===== src/rtl/hspbc_pkg.sv =====
package hspbc_pkg;
	// register offsets on the serial port
	localparam logic [7:0] ADDR_CKS1_HI = 8'ha9;
	localparam logic [7:0] ADDR_CKS1_LO = 8'haa;
	localparam logic [7:0] ADDR_CKS2_HI = 8'hb8;
	localparam logic [7:0] ADDR_CKS2_LO = 8'hb9;
	localparam logic [7:0] ADDR_IDENT = 8'hc5;
	localparam logic [7:0] ADDR_STATUS = 8'hc6;
	localparam logic [7:0] ADDR_PROG = 8'hc8;
	localparam logic [7:0] ADDR_VERSION = 8'hc9;
	localparam logic [7:0] ADDR_MASK = 8'hce;
	localparam logic [7:0] CMD_GENERAL_RESET = 8'h01;
	// values and field positions
	localparam logic [15:0] LOCK_MARK = 16'hdead;
	localparam logic [15:0] REG_RESET = 16'h0000;
	localparam int STATUS_PROG_BIT = 0;
	localparam int MASK_PROG_BIT = 0;
	// frame bit counts: last address bit, last data bit, frame full
	localparam logic [4:0] BIT_ADDR_LAST = 5'h07;
	localparam logic [4:0] BIT_DATA_LAST = 5'h17;
	localparam logic [4:0] BIT_FRAME_END = 5'h18;
	// service period
	localparam int CLK_PERIOD_NS = 50;
	localparam int SERVICE_PERIOD_NS = 250000;
	localparam int SERVICE_CYCLES = SERVICE_PERIOD_NS / CLK_PERIOD_NS;
	// boot strap codes {high, low}
	localparam logic [1:0] BOOT_HOST_LOAD = 2'h3;
	localparam logic [1:0] BOOT_RESERVED = 2'h2;
	localparam logic [1:0] BOOT_EEPROM_LOAD = 2'h1;
	localparam logic [1:0] BOOT_NO_LOAD = 2'h0;
	localparam logic [1:0] STRAP_SETTLE = 2'h3;

	typedef enum {BOOT_SAMPLE, IMAGE_LOAD, AWAIT_CODE, OPERATIONAL, LOCKED} hspbc_boot_t;

	typedef struct packed {
		logic [31:0] checksum_one;
		logic [31:0] checksum_two;
		logic [15:0] version;
	} hspbc_image_info_t;

	typedef struct packed {
		logic [7:0] addr;
		logic [15:0] data;
	} hspbc_write_t;

	function automatic logic hspbc_is_read(input logic [7:0] a);
		return (a == ADDR_CKS1_HI) || (a == ADDR_CKS1_LO) || (a == ADDR_CKS2_HI)
			|| (a == ADDR_CKS2_LO) || (a == ADDR_IDENT) || (a == ADDR_STATUS)
			|| (a == ADDR_VERSION);
	endfunction

	function automatic logic hspbc_is_write(input logic [7:0] a);
		return (a == ADDR_PROG) || (a == ADDR_MASK);
	endfunction
endpackage


===== src/rtl/hspbc_top.sv =====
`timescale 1ns/1ps
`default_nettype none
module hspbc_top
	import hspbc_pkg::*;
#(
	parameter int SERVICE_CYCLES_P = SERVICE_CYCLES,
	parameter logic [31:0] ACTIVATION_CODE = 32'h5a5a_c3c3, // arbitrary value
	parameter logic [15:0] PRODUCT_ID = 16'h0a5e // arbitrary value
)(
	input wire logic core_clk_i,
	input wire logic resetn_i,
	input wire logic chip_select_n_i,
	input wire logic serial_clk_i,
	input wire logic host_to_device_line_i,
	output logic device_to_host_o,
	output logic device_to_host_oe_o,
	output logic irq_o,
	output logic irq_oe_o,
	input wire logic boot_select_high_i,
	input wire logic boot_select_low_i,
	input wire logic load_done_i,
	input wire hspbc_image_info_t image_info_i,
	output logic load_request_o,
	output logic [1:0] boot_source_o,
	output logic operational_o
);
	localparam int SVC_W = $clog2(SERVICE_CYCLES_P);

	if (SERVICE_CYCLES_P < 2)
	begin : g_bad_period
		$error("service period must be at least two cycles");
	end

	logic [2:0] sclk_sync;
	logic [1:0] csn_sync;
	logic [1:0] sdi_sync;
	logic [1:0] strap_hi_sync;
	logic [1:0] strap_lo_sync;
	logic [4:0] bit_cnt;
	logic [15:0] in_shift;
	logic [7:0] addr;
	logic reading;
	logic [15:0] rd_shift;
	logic [SVC_W-1:0] svc_cnt;
	hspbc_write_t pend;
	logic pend_valid;
	logic reset_pend;
	hspbc_boot_t state;
	logic [1:0] settle;
	logic [1:0] strap;
	logic code_half;
	logic [15:0] code_high;
	logic [31:0] cks_one;
	logic [31:0] cks_two;
	logic [15:0] version;
	logic [15:0] ident;
	logic [15:0] mask;
	logic prog_event;

	// pin synchronisers; serial clock has a third stage for edges
	always_ff @(posedge core_clk_i or negedge resetn_i)
	begin
		if (!resetn_i)
		begin
			sclk_sync <= 3'h0;
			csn_sync <= 2'h3;
			sdi_sync <= 2'h0;
			strap_hi_sync <= 2'h0;
			strap_lo_sync <= 2'h0;
		end
		else
		begin
			sclk_sync <= {sclk_sync[1:0], serial_clk_i};
			csn_sync <= {csn_sync[0], chip_select_n_i};
			sdi_sync <= {sdi_sync[0], host_to_device_line_i};
			strap_hi_sync <= {strap_hi_sync[0], boot_select_high_i};
			strap_lo_sync <= {strap_lo_sync[0], boot_select_low_i};
		end
	end

	// frame decode, independent of clock idle level and byte gaps
	logic cs_active;
	logic sclk_rise;
	logic sclk_fall;
	logic take_bit;
	logic give_bit;
	logic [15:0] shifted;
	logic addr_done;
	logic data_done;
	logic cmd_reset;
	logic status_read;
	assign cs_active = ~csn_sync[1];
	assign sclk_rise = sclk_sync[1] & ~sclk_sync[2];
	assign sclk_fall = ~sclk_sync[1] & sclk_sync[2];
	assign take_bit = sclk_rise & cs_active & (bit_cnt != BIT_FRAME_END);
	assign give_bit = sclk_fall & cs_active & reading & (bit_cnt != BIT_FRAME_END);
	assign shifted = {in_shift[14:0], sdi_sync[1]};
	assign addr_done = take_bit & (bit_cnt == BIT_ADDR_LAST);
	assign data_done = take_bit & (bit_cnt == BIT_DATA_LAST) & ~reading
		& hspbc_is_write(addr);
	assign cmd_reset = addr_done & (shifted[7:0] == CMD_GENERAL_RESET);
	assign status_read = addr_done & (shifted[7:0] == ADDR_STATUS);

	// bit counter, restarted by each select, and input shifter
	always_ff @(posedge core_clk_i or negedge resetn_i)
	begin
		if (!resetn_i)
		begin
			bit_cnt <= 5'h00;
			in_shift <= 16'h0000;
			addr <= 8'h00;
		end
		else
		begin
			if (!cs_active)
				bit_cnt <= 5'h00;
			else if (take_bit)
				bit_cnt <= bit_cnt + 5'h01;
			if (take_bit)
				in_shift <= shifted;
			if (addr_done)
				addr <= shifted[7:0];
		end
	end

	// read value selection by address
	logic [15:0] status_word;
	logic [15:0] read_mux;
	assign status_word = REG_RESET | (16'(operational_o) << STATUS_PROG_BIT);
	always_comb
	begin
		case (shifted[7:0])
			ADDR_CKS1_HI: read_mux = cks_one[31:16];
			ADDR_CKS1_LO: read_mux = cks_one[15:0];
			ADDR_CKS2_HI: read_mux = cks_two[31:16];
			ADDR_CKS2_LO: read_mux = cks_two[15:0];
			ADDR_IDENT: read_mux = ident;
			ADDR_STATUS: read_mux = status_word;
			ADDR_VERSION: read_mux = version;
			default: read_mux = REG_RESET;
		endcase
	end

	// read path: new bit after each falling edge, driver only when reading
	always_ff @(posedge core_clk_i or negedge resetn_i)
	begin
		if (!resetn_i)
		begin
			reading <= 1'b0;
			rd_shift <= 16'h0000;
			device_to_host_o <= 1'b0;
			device_to_host_oe_o <= 1'b0;
		end
		else
		begin
			if (!cs_active)
				reading <= 1'b0;
			else if (addr_done)
				reading <= hspbc_is_read(shifted[7:0]);
			if (addr_done)
				rd_shift <= read_mux;
			else if (give_bit)
				rd_shift <= {rd_shift[14:0], 1'b0};
			if (give_bit)
				device_to_host_o <= rd_shift[15];
			if (!cs_active)
				device_to_host_oe_o <= 1'b0;
			else if (give_bit)
				device_to_host_oe_o <= 1'b1;
		end
	end

	// service period divider
	logic svc_tick;
	assign svc_tick = (svc_cnt == SVC_W'(SERVICE_CYCLES_P - 1));
	always_ff @(posedge core_clk_i or negedge resetn_i)
	begin
		if (!resetn_i)
			svc_cnt <= '0;
		else if (svc_tick)
			svc_cnt <= '0;
		else
			svc_cnt <= svc_cnt + SVC_W'(1);
	end

	// pending write and reset, consumed at the tick; a new capture wins
	logic next_pend_valid;
	logic next_reset_pend;
	assign next_pend_valid = data_done | (pend_valid & ~svc_tick);
	assign next_reset_pend = cmd_reset | (reset_pend & ~svc_tick);
	always_ff @(posedge core_clk_i or negedge resetn_i)
	begin
		if (!resetn_i)
		begin
			pend <= '0;
			pend_valid <= 1'b0;
			reset_pend <= 1'b0;
		end
		else
		begin
			if (data_done)
				pend <= {addr, shifted};
			pend_valid <= next_pend_valid;
			reset_pend <= next_reset_pend;
		end
	end

	// boot sequence decode
	logic apply_write;
	logic apply_reset;
	logic prog_write;
	logic act_good;
	logic act_bad;
	logic sample_now;
	logic load_finish;
	logic [1:0] strap_now;
	assign apply_write = svc_tick & pend_valid & (state != LOCKED);
	assign apply_reset = svc_tick & reset_pend & (state != LOCKED);
	// a reset in the same tick wins over a code write
	assign prog_write = apply_write & (pend.addr == ADDR_PROG) & (state == AWAIT_CODE)
		& ~apply_reset;
	assign act_good = prog_write & code_half & ({code_high, pend.data} == ACTIVATION_CODE);
	assign act_bad = prog_write & code_half & ({code_high, pend.data} != ACTIVATION_CODE);
	assign strap_now = {strap_hi_sync[1], strap_lo_sync[1]};
	assign sample_now = (state == BOOT_SAMPLE) & (settle == STRAP_SETTLE) & ~apply_reset;
	assign load_finish = (state == IMAGE_LOAD) & load_done_i & (strap != BOOT_RESERVED)
		& ~apply_reset;

	// boot state machine
	always_ff @(posedge core_clk_i or negedge resetn_i)
	begin
		if (!resetn_i)
		begin
			state <= BOOT_SAMPLE;
			settle <= 2'h0;
			strap <= BOOT_NO_LOAD;
			code_half <= 1'b0;
			code_high <= 16'h0000;
		end
		else if (apply_reset)
		begin
			state <= BOOT_SAMPLE;
			settle <= 2'h0;
			code_half <= 1'b0;
		end
		else
		begin
			case (state)
				BOOT_SAMPLE:
				begin
					settle <= settle + 2'h1;
					if (sample_now)
					begin
						strap <= strap_now;
						state <= (strap_now == BOOT_NO_LOAD) ? AWAIT_CODE : IMAGE_LOAD;
					end
				end
				IMAGE_LOAD:
					if (load_finish)
						state <= AWAIT_CODE;
				AWAIT_CODE:
					if (prog_write)
					begin
						code_half <= ~code_half;
						code_high <= pend.data;
						if (act_good)
							state <= OPERATIONAL;
						else if (act_bad)
							state <= LOCKED;
					end
				default:
					state <= state;
			endcase
		end
	end

	// image information registers
	always_ff @(posedge core_clk_i or negedge resetn_i)
	begin
		if (!resetn_i)
		begin
			cks_one <= 32'h0000_0000;
			cks_two <= 32'h0000_0000;
			version <= REG_RESET;
			ident <= REG_RESET;
		end
		else if (apply_reset | act_good)
		begin
			cks_one <= 32'h0000_0000;
			cks_two <= 32'h0000_0000;
			version <= REG_RESET;
			ident <= REG_RESET;
		end
		else if (act_bad)
			cks_one[31:16] <= LOCK_MARK;
		else if ((sample_now & (strap_now == BOOT_NO_LOAD)) | load_finish)
		begin
			cks_one <= image_info_i.checksum_one;
			cks_two <= image_info_i.checksum_two;
			version <= image_info_i.version;
			ident <= PRODUCT_ID;
		end
	end

	// mask, event and interrupt pin
	logic next_prog_event;
	assign next_prog_event = act_good | (prog_event & ~status_read);
	always_ff @(posedge core_clk_i or negedge resetn_i)
	begin
		if (!resetn_i)
		begin
			mask <= REG_RESET;
			prog_event <= 1'b0;
			irq_o <= 1'b0;
			irq_oe_o <= 1'b0;
		end
		else
		begin
			if (apply_reset)
				mask <= REG_RESET;
			else if (apply_write & (pend.addr == ADDR_MASK))
				mask <= pend.data;
			prog_event <= next_prog_event;
			irq_o <= 1'b0;
			irq_oe_o <= prog_event & mask[MASK_PROG_BIT];
		end
	end

	// status outputs
	always_ff @(posedge core_clk_i or negedge resetn_i)
	begin
		if (!resetn_i)
		begin
			load_request_o <= 1'b0;
			boot_source_o <= BOOT_NO_LOAD;
			operational_o <= 1'b0;
		end
		else
		begin
			load_request_o <= (state == IMAGE_LOAD) & (strap != BOOT_RESERVED);
			boot_source_o <= strap;
			operational_o <= (state == OPERATIONAL);
		end
	end
endmodule
`default_nettype wire


===== config.mk =====
export PLATFORM = sky130hd
export DESIGN_NAME = hspbc_top
export DESIGN_NICKNAME = d
export VERILOG_FILES = /design/src/rtl/hspbc_pkg.sv /design/src/rtl/hspbc_top.sv
export SDC_FILE = /design/constraint.sdc
export NUM_CORES = 1
export LEC_CHECK = 0
export BUFFER_PORTS_ARGS = -buffer_cell sky130_fd_sc_hd__buf_2
export CORE_UTILIZATION = 59
export DETAILED_ROUTE_END_ITERATION = 16
export PLACE_DENSITY_LB_ADDON = 0.2
export SLEW_MARGIN = 25
export SYNTH_ARGS = -nofsm -noshare
export SYNTH_HDL_FRONTEND = slang
export SYNTH_SLANG_ARGS = --single-unit

===== constraint.sdc =====
create_clock -name core_clk_i -period 2.95 [get_ports core_clk_i]
set_input_delay 0.1475 -clock core_clk_i [delete_from_list [all_inputs] [get_ports core_clk_i]]
set_output_delay 0.1475 -clock core_clk_i [all_outputs]
set_load 0.1 [all_outputs]

==> reports/results.txt <==
status - finished clean
Die Ht - 129 um
initial antenna violation count - 0
Slowest-stage cell, CP - or4_2
clock skew - 16.9 ps
DR DRC count - 0
Placed Cells - 1,174
final hold violation count - 0
CTS tree - yes
Final Cell Area - 0.0118 sq mm
filler instances - 1,069
Non-Filler Instances - 1,299
Crit Path Class - flop to flop
WP data required - 3360 ps
met3 wire len - 1.40 mm
crit path launch type - flop
largest area contributor in the netlist - dfrtp_1
Met2 Wirelength - 12.5 mm
Mean Syn Cell Area - 10.5 sq um
post-layout util - 74.7%
Yosys top cell area share - 54.4%
final setup violation count - 0
Seq cells post-synth - 209
Worst Tran Pin Value - 805 ps
Post-Syn Area - 0.00952 sq mm
Routed Wire Length - 25.3 mm
hold_ws - 263 ps
Synth warnings - 0
Power Density - 742 mW/mm^2
share of cells above drive strength 1 - 21.5%
largest net degree at the start of global routing - 88
Nets - 1,160
crit share post-route - 88.5%
Synth cell types - 63
vias post-DR - 7,966
drt pass-1 iters - 5
DR WL/cell - 19.5 um
clk_lat worst skew - 510 ps
area of the multi-input gates - 0.00400 sq mm
crit-path cells - ha_1 -> and4b_4 -> nand4_4 -> or4_2 -> buf_12 -> mux2_4 -> o32ai_2
MaxCap Viol Count - 0
CTS Buf Count - 22
DRT iter0 DRCs - 556
clk buf depth - 3
final worst path period need - 2610 ps
Post CTS Setup Buffer Count - 0
Placeable Area - 0.0158 sq mm
M1 WL - 9.93 mm
dpl hpwl - 15.1 mm
number of diodes - 0
P&R area growth vs syn - 24.2%
Max FO, Critical Path - 68
Root Buffer - clkbuf_16
Post-DP Area - 0.0103 sq mm
total gr overflow - 0
highest cell delay on the worst timing path - 780 ps
Max Clock Freq - 383 MHz
first-pass GRT wire length - 41.1 mm
clock sink count - 209
Die X - 129 um
number of global-route vias before repair - 8,007
routability cong. - 0.863
Top Layer Used - met4
DRT antenna net count - 0
CTS H-tree depth - 1
Leakage - 5.42 nW
Vias/cell - 6.13
GR Util All Layers - 31.9%
post-synthesis sequential area ratio - 55.0%
Site Rows - 46
most common cell after layout, fill and taps aside - dfrtp_1
Post-Synthesis Cells - 904
TNS Setup - 0 ps
number of enable flip-flop cells after synthesis - 0
Initial Util - 60.2%
critical path endpoint category - flop
overall power - 8.78 mW
CP Data Arrival Time - 3020 ps
Max VDD drop - 0.462 mV
RSZ-0062 raised after global routing - no
Placement Setup Slack - 125 ps
Hold WC Path Type - input pin to flop
ys flop type - dfrtp_1
Total Die Area - 0.0167 sq mm
highest-count cells in the layout ignoring fill and taps - dfrtp_1, nand2_1, buf_2
final setup margin - 338 ps
Slew HR - 46.3%
ys async rst share - 100%
I/O pins - 96
ranking of synthesized cells by area - dfrtp_1, mux2_2, nand2_1
Max Slew Vio Count - 0
register area - 0.00523 sq mm
Post-Syn Nets - 996
Clock transition at path regs - 60 ps
Port Buffer Count - 94
==> final timing paths <==
check | cells after the start | start | slack (ps) | to
max in group asynchronous | 3 | resetn_i | 1870 | cks_one[13]
max | 7 | svc_cnt[0] | 340 | state[0]
min reg2reg | 0 | sdi_sync[0] | 350 | sdi_sync[1]
max reg2reg | 7 | svc_cnt[0] | 340 | state[0]
min in group asynchronous | 2 | resetn_i | 270 | svc_cnt[4]
min | 4 | load_done_i | 260 | state[0]
==> registers in the layout, indices dropped and copies added (netlist names), 3 cells and up <==
| register | cells |
|---|---|
| version | 16 |
| code_high | 16 |
| sclk_sync | 3 |
| cks_two | 32 |
| bit_cnt | 5 |
| in_shift | 15 |
| cks_one | 32 |
| pend | 24 |
| addr | 8 |
| svc_cnt | 13 |
| rd_shift | 16 |
| state | 3 |
==> metal layers <==
layer  global-route usage (%)  vias to the layer above
met2                     53.1                      330
met4                     17.3                        0
li1                         -                     3587
met3                     4.71                      103
met5                        0                        -
met1                     40.6                     3946
==> cells by family (layout without fill, tap and decap cells) <==
family	count (synthesis)	after routing	synth area share (%)
and+or+nand+nor	349	349	19.6
DFF	209	209	55.0
buffers and inverters	77	256	3.46
xor gates and xnor gates	17	17	1.56
AOI/OAI and AO/OA	192	192	13.4
muxes	55	55	6.52
other	1	1	0.0394
adders and majority gates	4	4	0.526
==> critical path, delay by kind of cell, from the launching register on <==
family                   cells  cell delay [ps]
AND/OR/NAND/NOR              3             1240
adder cells (fa/ha/maj)      1              250
flip-flops                   1              380
AO/OA/AOI/OAI                1              110
buffers and inverters        1              240
multiplexers                 1              290
==> Yosys cell counts (7+ instances only) <==
library cell    n
a22o_1          8
o22ai_1         7
mux2_2         52
nor2b_1         9
buf_2          20
xor2_1         11
a221o_1        15
buf_1           9
a21oi_1        73
o211ai_1       14
a31oi_1        17
nand4_1        11
dfrtp_1       207
o21ai_0        16
and2_1          8
nand3_1        72
nand2_1       123
nand3b_1        7
and3b_1        12
clkbuf_1       36
nor4bb_1       15
nor3_1          7
nor2_1         43
a22oi_1        19
inv_1           9
==> repair_timing <==
item | in CTS | in global routing
hold buffers | 86 | 0
endpoints found under the hold margin | 168 | 0
gates resized for setup | 0 | 0
==> where the power goes <==
group | leakage [nW] | switching, mW | internal [mW]
Clock | 0.360 | 1.11 | 1.57
Sequential | 2.73 | 0.496 | 3.50
Combinational | 2.33 | 1.20 | 0.906
==> layout make-up <==
type	count	area share [%]
clock inverter	8	0.338
tap	216	2.28
sequential	209	44.2
clock buffer	31	5.63
multi-input combinational	618	33.8
timing repair buffer	208	13.4
inverter	9	0.286
Power figures use the tool's default switching activity.
